==> config.mk <==
export PLATFORM = sky130hd
export DESIGN_NAME = oad_operand_decode
export DESIGN_NICKNAME = d
export VERILOG_FILES = /design/src/inc/oad_pkg.sv /design/src/hdl/oad_operand_decode.sv
export SDC_FILE = /design/constraint.sdc
export NUM_CORES = 1
export LEC_CHECK = 0
export ABC_AREA = 1
export BUFFER_PORTS_ARGS = -buffer_cell sky130_fd_sc_hd__buf_4
export CAP_MARGIN = 0
export CORE_ASPECT_RATIO = 0.7
export CORE_MARGIN = 2
export CORE_UTILIZATION = 37
export CTS_BUF_LIST = sky130_fd_sc_hd__clkbuf_8 sky130_fd_sc_hd__clkbuf_16
export DETAILED_ROUTE_END_ITERATION = 10
export PLACE_DENSITY = 0.53
export SLEW_MARGIN = 25
export SYNTH_ARGS = -nofsm -noshare
export SYNTH_HDL_FRONTEND = slang
export SYNTH_SLANG_ARGS = --single-unit
==> constraint.sdc <==
create_clock -name ref_clk_in -period 10.01 [get_ports ref_clk_in]
set_input_delay 2.5025 -clock ref_clk_in [delete_from_list [all_inputs] [get_ports ref_clk_in]]
set_output_delay 2.5025 -clock ref_clk_in [all_outputs]
set_load 0.01 [all_outputs]
==> src/inc/oad_pkg.sv <==
// Purpose: Shared constants and types for the operand address decoder.
// Assumes: Registers sit on aligned 32-bit words of an Avalon-MM slave.
// Notes: Pointer words keep the high byte in bits 15:8.
`default_nettype none
package oad_pkg;
   // Register byte offsets.
   localparam logic [7:0] OFS_INSTR = 8'h00;
   localparam logic [7:0] OFS_IPTR = 8'h04;
   localparam logic [7:0] OFS_DPTR = 8'h08;
   localparam logic [7:0] OFS_SPTR = 8'h0c;
   localparam logic [7:0] OFS_XPTR = 8'h10;
   localparam logic [7:0] OFS_PAGE = 8'h14;
   localparam logic [7:0] OFS_ADJ = 8'h18;
   localparam logic [7:0] OFS_RES_EA = 8'h1c;
   localparam logic [7:0] OFS_RES_AUX = 8'h20;
   localparam logic [7:0] OFS_RES_FLAG = 8'h24;

   // Field positions inside the command word and the adjust register word.
   localparam int LOC_MODE = 8;
   localparam int LOC_SEL = 7;
   localparam int DBIT_POS = 9;
   localparam int BSEL_LSB = 9;
   localparam int OPK_LSB = 16;
   localparam int IMMT_LSB = 19;
   localparam int SREG_LSB = 21;
   localparam int ADJ_SEL_LSB = 16;
   localparam int ADJ_SUB_POS = 18;

   // Address constants and reset values.
   localparam logic [11:0] GLOBAL_BASE = 12'h080;
   localparam logic [11:0] LOW_LIMIT = 12'h020;
   localparam logic [15:0] PTR_RST = 16'h0000;
   localparam logic [2:0] PAGE_RST = 3'h0;
   localparam logic [31:0] CMD_RST = 32'h0000_0000;

   // Instruction formats handed to the decoder.
   typedef enum logic [2:0] {
      OPK_TWO = 3'h0,
      OPK_SINGLE = 3'h1,
      OPK_IMM = 3'h2,
      OPK_MUL = 3'h3,
      OPK_POP = 3'h4,
      OPK_PUSH = 3'h5,
      OPK_JUMP = 3'h6,
      OPK_BIT = 3'h7
   } oad_opk_e;

   // Destination of an immediate-format literal.
   typedef enum logic [1:0] {
      IMMT_WORK = 2'h0,
      IMMT_STACK = 2'h1,
      IMMT_SREG = 2'h2,
      IMMT_NONE = 2'h3
   } oad_immt_e;

   // Pointer selector of the adjust register.
   typedef enum logic [1:0] {
      PSEL_IND = 2'h0,
      PSEL_DATA = 2'h1,
      PSEL_STACK = 2'h2,
      PSEL_EXT = 2'h3
   } oad_psel_e;

   // Decoded result of one instruction.
   typedef struct packed {
      logic valid;
      logic rd_opnd;
      logic rd_work;
      logic wr_opnd;
      logic wr_work;
      logic wr_prodh;
      logic rd_stack;
      logic wr_stack;
      logic wr_sreg;
      logic low_hit;
      logic [2:0] bit_sel;
      logic [7:0] lit;
      logic [15:0] target;
      logic [11:0] stk_ea;
      logic [11:0] ea;
   } oad_dec_s;

   // Whole state of the decoder.
   typedef struct packed {
      logic waitreq;
      logic [31:0] rdata;
      logic [15:0] ind_ptr;
      logic [15:0] data_ptr;
      logic [15:0] soft_stack_ptr;
      logic [15:0] external_addr;
      logic [2:0] page_select_bits;
      logic go;
      logic [31:0] cmd;
      oad_dec_s dec;
   } oad_state_s;
endpackage
`default_nettype wire

==> src/hdl/oad_operand_decode.sv <==
// Purpose: Operand addressing and format decode for an 8-bit RISC core.
// Assumes: One clock, synchronous active-high reset, Avalon-MM slave.
// Notes: Each accepted command word is decoded in one clock cycle.
//
// Design decisions made here: the Avalon-MM register port and the placing of the registers.
`timescale 1ns/1ps
`default_nettype none

// Overview of operation
// - Carry out of a pointer low byte increments its high byte.
// - Borrow out of a pointer low byte decrements its high byte.
// - Direct special mode uses seven locator bits, 127 locations.
// - Locator bit 7 separates global from special direct access.
// - All-zero locator uses 12-bit indirect pointer, top nibble ignored.
// - Locator bit 8 adds a 7-bit unsigned offset to 12-bit base.
// - Offset mode, bit 7 clear, bases on data pointer.
// - Offset mode, bit 7 set, bases on software stack pointer.
// - Push and pop move one byte; stack grows downward.
// - Pop operand uses old pointer, stack slot uses new pointer.
// - Software stack is separate from the call and return stack.
// - Instructions are one 32-bit command word, each decoded in one cycle.
// - Two-operand result goes to W on D zero, operand on one.
// - Multiply ignores D; high byte to product register, low to W.
// - Single-operand D zero writes W, D one writes operand back.
// - Immediate format carries 8-bit literal for W, stack or special.
// - Jump target is page bits above 13 instruction bits.
// - Bit operations pick one of eight bits by 3-bit field.
// - The operand locator is a 9-bit mode and address field.
// - Direct global address is 0x080 plus the low field bits.
module oad_operand_decode
   import oad_pkg::*;
(
   input wire logic ref_clk_in,
   input wire logic rst_in,
   input wire logic [7:0] avs_address_in,
   input wire logic avs_read_in,
   input wire logic avs_write_in,
   input wire logic [31:0] avs_writedata_in,
   input wire logic [3:0] avs_byteenable_in,
   output logic [31:0] avs_readdata_out,
   output logic avs_waitrequest_out,
   output oad_dec_s dec_out
);

   oad_state_s st_r;
   oad_state_s st_nxt;

   // Merges write data into a word under the byte enables.
   function automatic logic [31:0] be_merge(input logic [31:0] old,
      input logic [31:0] wd, input logic [3:0] be);
      logic [31:0] v;
      v = old;
      for (int i = 0; i < 4; i++) begin
         if (be[i]) begin
            v[8*i +: 8] = wd[8*i +: 8];
         end
      end
      return v;
   endfunction

   // Keeps the twelve address bits of a pointer pair.
   function automatic logic [11:0] base12(input logic [15:0] p);
      return p[11:0];
   endfunction

   // Adds or subtracts on the low byte and ripples into the high byte.
   function automatic logic [15:0] ptr_adj(input logic [15:0] p,
      input logic [7:0] amt, input logic sub);
      logic [8:0] lo;
      logic [7:0] hi;
      lo = sub ? ({1'b0, p[7:0]} - {1'b0, amt})
               : ({1'b0, p[7:0]} + {1'b0, amt});
      hi = sub ? (p[15:8] - {7'h0, lo[8]}) : (p[15:8] + {7'h0, lo[8]});
      return {hi, lo[7:0]};
   endfunction

   // Returns the word seen by a read of the given offset.
   function automatic logic [31:0] reg_read(input logic [7:0] a,
      input oad_state_s s);
      logic [31:0] v;
      v = 32'h0000_0000;
      case (a)
         OFS_INSTR: v = s.cmd;
         OFS_IPTR: v = {16'h0000, s.ind_ptr};
         OFS_DPTR: v = {16'h0000, s.data_ptr};
         OFS_SPTR: v = {16'h0000, s.soft_stack_ptr};
         OFS_XPTR: v = {16'h0000, s.external_addr};
         OFS_PAGE: v = {29'h0000_0000, s.page_select_bits};
         OFS_RES_EA: v = {8'h00, s.dec.stk_ea, s.dec.ea};
         OFS_RES_AUX: v = {5'h00, s.dec.bit_sel, s.dec.lit, s.dec.target};
         OFS_RES_FLAG: v = {22'h00_0000, s.dec.valid, s.dec.rd_opnd,
            s.dec.rd_work, s.dec.wr_opnd, s.dec.wr_work, s.dec.wr_prodh,
            s.dec.rd_stack, s.dec.wr_stack, s.dec.wr_sreg, s.dec.low_hit};
         default: v = 32'h0000_0000;
      endcase
      return v;
   endfunction

   // Next-state logic: bus slave, pointer adjust and decode.
   always_comb begin
      logic [31:0] m;
      logic [8:0] loc;
      logic dbit;
      logic ptr_mode;
      logic [11:0] base;
      logic [15:0] sp_new;
      oad_dec_s d;
      m = 32'h0000_0000;
      loc = st_r.cmd[8:0];
      dbit = st_r.cmd[DBIT_POS];
      ptr_mode = 1'b0;
      base = 12'h000;
      sp_new = st_r.soft_stack_ptr;
      d = '0;
      st_nxt = st_r;
      st_nxt.go = 1'b0;
      st_nxt.dec.valid = 1'b0;

      // Decode the command word latched on the previous cycle.
      if (st_r.go) begin
         if (loc == 9'h000) begin
            d.ea = base12(st_r.ind_ptr);
            ptr_mode = 1'b1;
         end else if (!loc[LOC_MODE]) begin
            if (!loc[LOC_SEL]) begin
               d.ea = {5'h00, loc[6:0]};
            end else begin
               d.ea = GLOBAL_BASE + {5'h00, loc[6:0]};
            end
         end else begin
            base = loc[LOC_SEL] ? base12(st_r.soft_stack_ptr)
                                : base12(st_r.data_ptr);
            d.ea = base + {5'h00, loc[6:0]};
            ptr_mode = 1'b1;
         end
         d.low_hit = ptr_mode && (d.ea < LOW_LIMIT);
         d.valid = 1'b1;
         case (oad_opk_e'(st_r.cmd[OPK_LSB +: 3]))
            OPK_TWO: begin
               d.rd_opnd = 1'b1;
               d.rd_work = 1'b1;
               d.wr_work = !dbit;
               d.wr_opnd = dbit;
            end
            OPK_SINGLE: begin
               d.rd_opnd = 1'b1;
               d.wr_work = !dbit;
               d.wr_opnd = dbit;
            end
            OPK_MUL: begin
               d.rd_opnd = 1'b1;
               d.rd_work = 1'b1;
               d.wr_work = 1'b1;
               d.wr_prodh = 1'b1;
            end
            OPK_IMM: begin
               d.lit = st_r.cmd[7:0];
               d.ea = 12'h000;
               d.low_hit = 1'b0;
               case (oad_immt_e'(st_r.cmd[IMMT_LSB +: 2]))
                  IMMT_WORK: d.wr_work = 1'b1;
                  IMMT_STACK: begin
                     d.wr_stack = 1'b1;
                     d.stk_ea = base12(st_r.soft_stack_ptr);
                  end
                  IMMT_SREG: begin
                     d.wr_sreg = 1'b1;
                     d.ea = {5'h00, st_r.cmd[SREG_LSB +: 7]};
                  end
                  default: d.wr_work = 1'b0;
               endcase
            end
            OPK_JUMP: begin
               d.target = {st_r.page_select_bits, st_r.cmd[12:0]};
               d.ea = 12'h000;
               d.low_hit = 1'b0;
            end
            OPK_BIT: begin
               d.bit_sel = st_r.cmd[BSEL_LSB +: 3];
               d.rd_opnd = 1'b1;
               d.wr_opnd = 1'b1;
            end
            OPK_PUSH: begin
               // store at top, then move down
               d.rd_opnd = 1'b1;
               d.wr_stack = 1'b1;
               d.stk_ea = base12(st_r.soft_stack_ptr);
               st_nxt.soft_stack_ptr =
                  ptr_adj(st_r.soft_stack_ptr, 8'h01, 1'b1);
            end
            OPK_POP: begin
               sp_new = ptr_adj(st_r.soft_stack_ptr, 8'h01, 1'b0);
               d.rd_stack = 1'b1;
               d.wr_opnd = 1'b1;
               d.stk_ea = base12(sp_new);
               st_nxt.soft_stack_ptr = sp_new;
            end
            default: d.valid = 1'b1;
         endcase
         st_nxt.dec = d;
      end

      // Bus slave: one wait cycle, then the access completes.
      if (avs_read_in || avs_write_in) begin
         if (st_r.waitreq) begin
            st_nxt.waitreq = 1'b0;
            st_nxt.rdata = reg_read(avs_address_in, st_r);
         end else begin
            st_nxt.waitreq = 1'b1;
            if (avs_write_in) begin
               m = be_merge(reg_read(avs_address_in, st_r),
                  avs_writedata_in, avs_byteenable_in);
               case (avs_address_in)
                  OFS_INSTR: begin
                     st_nxt.cmd = m;
                     st_nxt.go = 1'b1;
                  end
                  OFS_IPTR: st_nxt.ind_ptr = m[15:0];
                  OFS_DPTR: st_nxt.data_ptr = m[15:0];
                  OFS_SPTR: st_nxt.soft_stack_ptr = m[15:0];
                  OFS_XPTR: st_nxt.external_addr = m[15:0];
                  OFS_PAGE: st_nxt.page_select_bits = m[2:0];
                  OFS_ADJ: begin
                     case (oad_psel_e'(m[ADJ_SEL_LSB +: 2]))
                        PSEL_IND: st_nxt.ind_ptr = ptr_adj(
                           st_r.ind_ptr, m[7:0], m[ADJ_SUB_POS]);
                        PSEL_DATA: st_nxt.data_ptr = ptr_adj(
                           st_r.data_ptr, m[7:0], m[ADJ_SUB_POS]);
                        PSEL_STACK: st_nxt.soft_stack_ptr = ptr_adj(
                           st_r.soft_stack_ptr, m[7:0], m[ADJ_SUB_POS]);
                        default: st_nxt.external_addr = ptr_adj(
                           st_r.external_addr, m[7:0], m[ADJ_SUB_POS]);
                     endcase
                  end
                  default: st_nxt.go = 1'b0;
               endcase
            end
         end
      end else begin
         st_nxt.waitreq = 1'b1;
      end
   end

   // State register; the software stack pointer has no link to calls.
   // independent software stack
   always_ff @(posedge ref_clk_in) begin
      if (rst_in) begin
         st_r <= '0;
         st_r.waitreq <= 1'b1;
         st_r.cmd <= CMD_RST;
         st_r.ind_ptr <= PTR_RST;
         st_r.data_ptr <= PTR_RST;
         st_r.soft_stack_ptr <= PTR_RST;
         st_r.external_addr <= PTR_RST;
         st_r.page_select_bits <= PAGE_RST;
      end else begin
         st_r <= st_nxt;
      end
   end

   // Outputs straight from the state register.
   assign avs_readdata_out = st_r.rdata;
   assign avs_waitrequest_out = st_r.waitreq;
   assign dec_out = st_r.dec;

   // Helper terms for the checks below.
   logic bus_take;
   logic adj_full;
   logic [8:0] c_loc;
   logic [2:0] c_opk;
   assign bus_take = (avs_read_in || avs_write_in) && !st_r.waitreq;
   assign adj_full = bus_take && avs_write_in &&
      (avs_address_in == OFS_ADJ) && (avs_byteenable_in == 4'hf);
   assign c_loc = st_r.cmd[8:0];
   assign c_opk = st_r.cmd[OPK_LSB +: 3];
endmodule
`default_nettype wire

* Word level (Yosys, flattened, before mapping)
Cells that the tools add are included.
Widths: inputs -> output; s select.
** Word-level totals
- Bits in registers :: 194
- Input bits :: 48
- Output and inout port bits :: 94
** Cells by class
- Add/sub/neg operators :: 22
- $lt $le $gt $ge :: 1
- Eq/ne operators :: 23
- Muxes and demuxes :: 64
- Bitwise operators :: 3
- Reduce and logical (&&, ||, !) cells :: 25
** Operators by type and width (number)
- $pmux 32 s9 :: 1
- $mux 68 :: 3
- $pmux 16 s2 :: 5
- $mux 8 :: 15
- $mux 16 :: 6
- $mux 61 :: 1
- $mux 12 :: 5
- $mux 9 :: 5
- $add 8x1->8 :: 5
- $sub 8x1->8 :: 5
- $add 8x8->9 :: 4
- $pmux 12 s3 :: 1
- $sub 8x8->9 :: 4
- $eq 8x5->1 const B :: 4
- $mux 32 :: 1
- $pmux 12 s2 :: 1
- $eq 8x4->1 const B :: 2
- $eq 8x6->1 const B :: 2
- $reduce_and 5->1 :: 3
- $mux 1 :: 14
- $add 12x7->12 :: 1
- $eq 3x3->1 const B :: 4
- $lt 12x6->1 const B :: 1
- $reduce_or 2->1 :: 5
- 28 further kinds :: 40

* Depth between registers and ports, before layout
- Depth in word-level cells :: 15
- Gate-level depth with buffers :: 44
- Depth with buffers taken out :: 43

* Worst setup path before layout
Ideal clock, no wire load.
- Kind :: in2reg
- Start :: input avs_address_in[0]
- End :: register st_r[144] (netlist name)
- Library setup time :: 66 ps
- Arrival time :: 7778 ps
- Data required time :: 9944 ps
- Setup slack :: 2165 ps
- Cell stages on the path :: 39
- Path through :: inv_1 nand2_4 nor2_4 buf_6 nand2_1 o22ai_1 nor4_2 nand3_1 o21ai_2 ha_1 o21ai_0 inv_1 fa_1 nor2_1 o21a_1 nor2_1 nor2_1 o21ai_0 [... 3 more ...] a21oi_1 xnor2_4 nand2_4 ha_1 a21oi_1 nor2_1 nor2_1 nor2_1 or2_2 a21oi_1 nor2_1 o21ai_0 nand2_1 xor2_1 inv_1 nand2_1 nand3_2 a21oi_2
** Between the ends
- Cells in the longest elaborated chain, start to end :: 12
- Elaborated cells between the ends (all ways) :: 32
** Ends and longest elaborated chain
- start, declared :: line oad_operand_decode.sv:35 : input wire logic [7:0] avs_address_in,
- $eq 8x6->1 (tied with other cells) :: line oad_operand_decode.sv:82 : case (a)
- $pmux 32 s9
- $mux 8 :: line oad_operand_decode.sv:54 : if (be[i]) begin
- $mux 8 :: line oad_operand_decode.sv:210 : if (avs_write_in) begin
- $mux 8 :: line oad_operand_decode.sv:205 : if (st_r.waitreq) begin
- $mux 8 :: line oad_operand_decode.sv:204 : if (avs_read_in || avs_write_in) begin
- $add 8x8->9 or $sub 8x8->9 (tied branches) :: line oad_operand_decode.sv:72, oad_operand_decode.sv:71
- $mux 9 :: line oad_operand_decode.sv:71 : lo = sub ? ({1'b0, p[7:0]} - {1'b0, amt})
- $add 8x1->8 or $sub 8x1->8 (tied branches) :: line oad_operand_decode.sv:73 : hi = sub ? (p[15:8] - {7'h0, lo[8]}) : (p[15:8] + {7'h0, lo[8]});
- $mux 8 :: line oad_operand_decode.sv:73
- $mux 16 :: line oad_operand_decode.sv:224 : case (oad_psel_e'(m[ADJ_SEL_LSB +: 2]))
- $pmux 16 s2 :: line oad_operand_decode.sv:213 : case (avs_address_in)
- end signal, assigned :: line oad_operand_decode.sv:257 : st_r <= st_nxt;
- end, declared :: line oad_operand_decode.sv:45 : oad_state_s st_r;
Several ways; a longest one is shown, not always the timed one. The select of a mux whose other input is x is not followed.
A chain may end at the register's enable or synchronous reset.

* Worst setup path in the final report
- Start :: input avs_address_in[1]
- End :: register st_r[112] (netlist name)
** Between the ends
- Cells in the longest elaborated chain, start to end :: 12
- Elaborated cells between the ends (all ways) :: 35
** Ends and longest elaborated chain (line)
- $eq 8x6->1 (tied with other cells) :: oad_operand_decode.sv:82
- $pmux 32 s9
- $mux 8 :: oad_operand_decode.sv:54
- $mux 8 :: oad_operand_decode.sv:210
- $mux 8 :: oad_operand_decode.sv:205
- $mux 8 :: oad_operand_decode.sv:204
- $add 8x8->9 or $sub 8x8->9 (tied branches) :: oad_operand_decode.sv:72, oad_operand_decode.sv:71
- $mux 9 :: oad_operand_decode.sv:71
- $add 8x1->8 or $sub 8x1->8 (tied branches) :: oad_operand_decode.sv:73
- $mux 8 :: oad_operand_decode.sv:73
- $mux 16 :: oad_operand_decode.sv:224
- $pmux 16 s2 :: oad_operand_decode.sv:213
Several ways; a longest one is shown, not always the timed one. The select of a mux whose other input is x is not followed.

==> run summary <==
The logic depth of the worst register-to-register path is 35, and the remaining antenna violation count is 0. The final critical path time including I/O delays and setup was 8550 ps. The most numerous cell type found on the critical path is sky130_fd_sc_hd__nand2_1. From left edge to right edge, the die measures 237 µm. During synthesis, Yosys emitted a total of 0 warnings. The clock skew after layout is 12.8 ps, and the area of the mapped netlist is 14100 µm². Measured along the y axis, the die boundary spans 167 µm. Across the whole layout, storage elements account for 3880 µm². The run gives 0 as the final number of hold-violating endpoints.

Derived from the worst setup path, the maximum achievable clock frequency is 0.117 GHz. On the final layout, the worst hold slack is 478 ps. The global-route wire length before repair was 86.3 mm. The routability-driven placement congestion ratio was 0.947. Relative to the synthesized area, the layout overhead comes to 9.00%.

Buffers placed on the I/O ports in this run total 141. A synthesized cell averages 6.67 µm². Number of sinks driven by the clock tree: 194. The actual slew at the worst max-slew pin works out to 1020 ps. The maximum cell stage delay along the critical path is 730 ps. After the last flow step, the layout net total stands at 2236. The H-tree was split into 4 levels. The run gives 14581 as the via count. Setup violations remaining at the end of the flow were counted as 0.

The clock transition at the register clock pins on the worst setup and hold paths after CTS is 80 ps, and the required time of the critical path is 10410 ps. During I/O placement, the number of pins put on the boundary was 142. In this run the post-CTS setup repair buffer count came out at 0. The clock network latency to the later pin of the worst-skew pair came out at 460 ps. In this run the worst setup path begins at avs_address_in[1]. The detailed router finished its first iteration with 1702 violations. The finished layout cell area came out at 15400 µm². Synthesis produced a netlist with a net count of 2248. After clock tree synthesis, the flow added hold-fix buffers numbering 0.

Largest driver fanout on the critical path: 9. For flop-to-flop paths, the worst setup slack is 3530 ps. The run gives 58.8 mm as the overall routed net length.

The tools report the max-slew violation total from the final report as 0. Setup repair after global routing left no endpoint under its margin. The worst path buffer plus inverter count works out to 5. The layout cell share with drive strength beyond 1 is 13.9%. The most used flip-flop cell after synthesis is sky130_fd_sc_hd__dfxtp_1.

After legalization and detailed placement, the total HPWL measured 45.2 mm. The tools report the final core utilization as 41.2%. The via density per instance works out to 5.59.

Once the clock tree was built, the resizer swapped 0 gates to a different size. The run gives 8260 µm² as the multi-input logic area. The type of destination of the critical path was a flip-flop.

The initial standard-cell utilization of the core was 37.8%. The critical path runs through a total of 37 cells. TritonCTS built the clock tree. The worst setup path is of the input port to flip-flop kind. After floorplanning, the core was sized to cover 37400 µm². Buffers inserted during clock tree synthesis total 17. The logs give 27.5% for the share of synthesized area occupied by flip-flops and latches and 0.107 mV for the worst supply voltage drop on vdd.

The endpoint identified for the worst register-to-register timing path is st_r[112]$_SDFFE_PP0P_. In the routed design, unresolved DRC markers number 0. The run gives 29.2% as the global-route usage over all layers.

The cell family with the largest share of critical-path delay was simple AND/OR/NAND/NOR gates. The worst setup path is launched from an input port. The total negative setup slack came out at 0 ps.

The worst register-to-register path begins at st_r[113]$_SDFF_PP0_. The number of antenna violations at the first check in global routing came out at 1. The class of the most critical hold timing path is flip-flop to flip-flop. The number of max-cap violations was 0; the total of fill cells in the finished design was 3978.

Synthesis inferred 194 register bits. Async set-reset flop share out of synthesis: 0%. The cell count after placement is 2574, and the largest net degree at the start of global routing is 63. The run gives 0 as the total overflow reported by the global router. The count of standard-cell rows was 59; the first-pass iteration count of the detailed router was 7. The cell sitting at the root of the clock tree is a sky130_fd_sc_hd__clkbuf_16. For this design the static power due to leakage is 0.00680 µW.

The wire length per cell is 22.6 µm. The die covers 39700 µm². After layout, the worst path uses 85.5% of the clock period. The post-synthesis cell count came out at 2117. The slowest stage of the critical path belongs to the cell sky130_fd_sc_hd__nor3_1. The most critical setup path has its endpoint at st_r[112]$_SDFFE_PP0P_. The number of enable flip-flop cells after synthesis is 0. Counting along the longest clock path gives a buffer depth of 2.

The logs give 13049 for the number of global-route vias before repair and 14800 µm² for the placement-stage cell area. The origin of the worst min-delay path is st_r[73]$_SDFFE_PP0P_. In this run, distinct cell masters in the synthesized netlist total 61. Power spread over the standard cell area amounts to 116 nW/µm². The worst slew margin relative to its limit is 31.3%, and the arrival time at the worst endpoint is 8950 ps. Filler-free cell count of the finished design: 2608.

The run finished with clean final reports.
## routing by layer
| metal | vias up | part of all wire [%] | global-route usage (%) |
|---|---|---|---|
| li1 | 6957 | - | - |
| met1 | 6916 | 48 | 43.8 |
| met2 | 638 | 40 | 41.2 |
| met3 | 70 | 9.4 | 6.56 |
| met4 | 0 | 2.6 | 8.56 |
| met5 | - | 0 | 0 |
## how the worst min path moves through the flow
stage / to / slack [ps] / cells past startpoint
finish: dec_out[36]$_SDFFE_PP0P_ / 480 / 2
global route: avs_readdata_out[28]$_SDFFE_PP0P_ / 500 / 2
CTS: avs_readdata_out[29]$_SDFFE_PP0P_ / 480 / 2
detailed placement: dec_out[47]$_SDFFE_PP0P_ / 470 / 2
global placement: avs_readdata_out[29]$_SDFFE_PP0P_ / 470 / 2
floorplan: st_r[109]$_SDFFE_PP0P_ / 440 / 2
## tightest hold or removal path: stages, from the launching register on
cell                      delay [ps]
sky130_fd_sc_hd__dfxtp_1         320
sky130_fd_sc_hd__nand2_1          70
sky130_fd_sc_hd__a21oi_1          50
## power breakdown
part | total [µW] | internal (µW) | switching (µW)
Sequential | 790 | 782 | 8.46
Combinational | 284 | 98.3 | 186
Clock | 706 | 332 | 374
Total | 1780 | 1210 | 568
## stage by stage
stage / power [µW] / worst slack, ps
after floorplan: 1000 / 2170
after global placement: 1090 / 1280
after CTS: 1780 / 1600
after detailed placement: 1090 / 1160
final: 1780 / 1460
after global routing: 1850 / 717
## cell usage after synthesis (3+ instances only)
library cell | instances | area, µm²
sky130_fd_sc_hd__a22o_1 | 6 | 52.6
sky130_fd_sc_hd__nor2_4 | 9 | 101
sky130_fd_sc_hd__o21a_1 | 3 | 22.5
sky130_fd_sc_hd__o211ai_1 | 22 | 165
sky130_fd_sc_hd__o221ai_1 | 4 | 35.0
sky130_fd_sc_hd__a221oi_1 | 13 | 114
sky130_fd_sc_hd__a22oi_1 | 6 | 45.0
sky130_fd_sc_hd__nand2_1 | 391 | 1470
sky130_fd_sc_hd__a21oi_1 | 202 | 1010
sky130_fd_sc_hd__o22ai_1 | 11 | 68.8
sky130_fd_sc_hd__buf_2 | 15 | 75.1
sky130_fd_sc_hd__buf_6 | 7 | 78.8
sky130_fd_sc_hd__o31ai_1 | 3 | 22.5
sky130_fd_sc_hd__a21oi_2 | 6 | 52.6
sky130_fd_sc_hd__inv_2 | 12 | 45.0
sky130_fd_sc_hd__dfxtp_1 | 194 | 3880
sky130_fd_sc_hd__nand4_1 | 8 | 50.1
sky130_fd_sc_hd__a211oi_1 | 7 | 52.6
sky130_fd_sc_hd__nand3_1 | 131 | 656
sky130_fd_sc_hd__a31oi_1 | 16 | 100
sky130_fd_sc_hd__fa_1 | 9 | 180
sky130_fd_sc_hd__nor2_1 | 203 | 762
sky130_fd_sc_hd__nor2_2 | 9 | 56.3
sky130_fd_sc_hd__o21ai_0 | 248 | 1240
sky130_fd_sc_hd__xor2_1 | 16 | 140
sky130_fd_sc_hd__nor4_1 | 5 | 31.3
sky130_fd_sc_hd__inv_1 | 206 | 773
sky130_fd_sc_hd__xnor2_4 | 3 | 82.6
sky130_fd_sc_hd__buf_4 | 94 | 706
sky130_fd_sc_hd__o21ai_1 | 9 | 45.0
sky130_fd_sc_hd__ha_1 | 74 | 926
sky130_fd_sc_hd__clkbuf_1 | 65 | 244
sky130_fd_sc_hd__o32ai_1 | 3 | 26.3
sky130_fd_sc_hd__nand2_4 | 10 | 113
sky130_fd_sc_hd__nand2_2 | 12 | 75.1
sky130_fd_sc_hd__or2_2 | 18 | 113
sky130_fd_sc_hd__buf_1 | 10 | 37.5
sky130_fd_sc_hd__xnor2_1 | 8 | 70.1
sky130_fd_sc_hd__nand3b_1 | 3 | 22.5
sky130_fd_sc_hd__nor3_1 | 14 | 70.1
sky130_fd_sc_hd__nand3_2 | 7 | 70.1
## cells in the final DEF (no fill, tap or decap), types with 7 or more instances in the layout
cell                        Yosys  layout
sky130_fd_sc_hd__a21oi_2        6       7
sky130_fd_sc_hd__nor2_2         9      11
sky130_fd_sc_hd__buf_4         94     160
sky130_fd_sc_hd__inv_1        206     204
sky130_fd_sc_hd__a211oi_1       7       7
sky130_fd_sc_hd__clkbuf_16      0      17
sky130_fd_sc_hd__or2_2         18      18
sky130_fd_sc_hd__nand2_2       12      12
sky130_fd_sc_hd__o22ai_1       11      11
sky130_fd_sc_hd__nor2_1       203     200
sky130_fd_sc_hd__o21ai_1        9       9
sky130_fd_sc_hd__a21oi_1      202     201
sky130_fd_sc_hd__xnor2_1        8       8
sky130_fd_sc_hd__xor2_1        16      16
sky130_fd_sc_hd__nor2_4         9      10
sky130_fd_sc_hd__nand2_4       10      10
sky130_fd_sc_hd__o21ai_0      248     248
sky130_fd_sc_hd__o211ai_1      22      22
sky130_fd_sc_hd__fa_1           9       9
sky130_fd_sc_hd__dfxtp_1      194     193
sky130_fd_sc_hd__nand3_1      131     131
sky130_fd_sc_hd__nand4_1        8       8
sky130_fd_sc_hd__nand3_2        7       7
sky130_fd_sc_hd__a31oi_1       16      16
sky130_fd_sc_hd__ha_1          74      74
sky130_fd_sc_hd__inv_2         12      14
sky130_fd_sc_hd__a221oi_1      13      13
sky130_fd_sc_hd__nand2_1      391     391
sky130_fd_sc_hd__nor3_1        14      14
## area by class of cell
cell class / instances / area share (%)
diodes: 3 / 0.0488
inverters: 223 / 5.48
repair buffers: 160 / 7.81
well taps: 488 / 3.97
multi-input cells: 1509 / 53.7
flip-flops and latches: 194 / 25.3
clock inverters: 14 / 0.968
clock buffers: 17 / 2.77
## logic make-up after synthesis
kind of cell | Yosys count | synth area share [%]
adders and majority gates | 83 | 7.84
xor gates and xnor gates | 27 | 2.07
and+or+nand+nor | 824 | 25.7
DFF | 194 | 27.5
buffers and inverters | 414 | 14.1
AOI/OAI and AO/OA | 575 | 22.8
## state kept, by name (all words and copies together) (netlist names)
register	cells
c_opk	3
dec_out	61
avs_readdata_out	32
c_loc	9
avs_waitrequest_out	1
st_r	88
(Power assumes the default switching activity.)
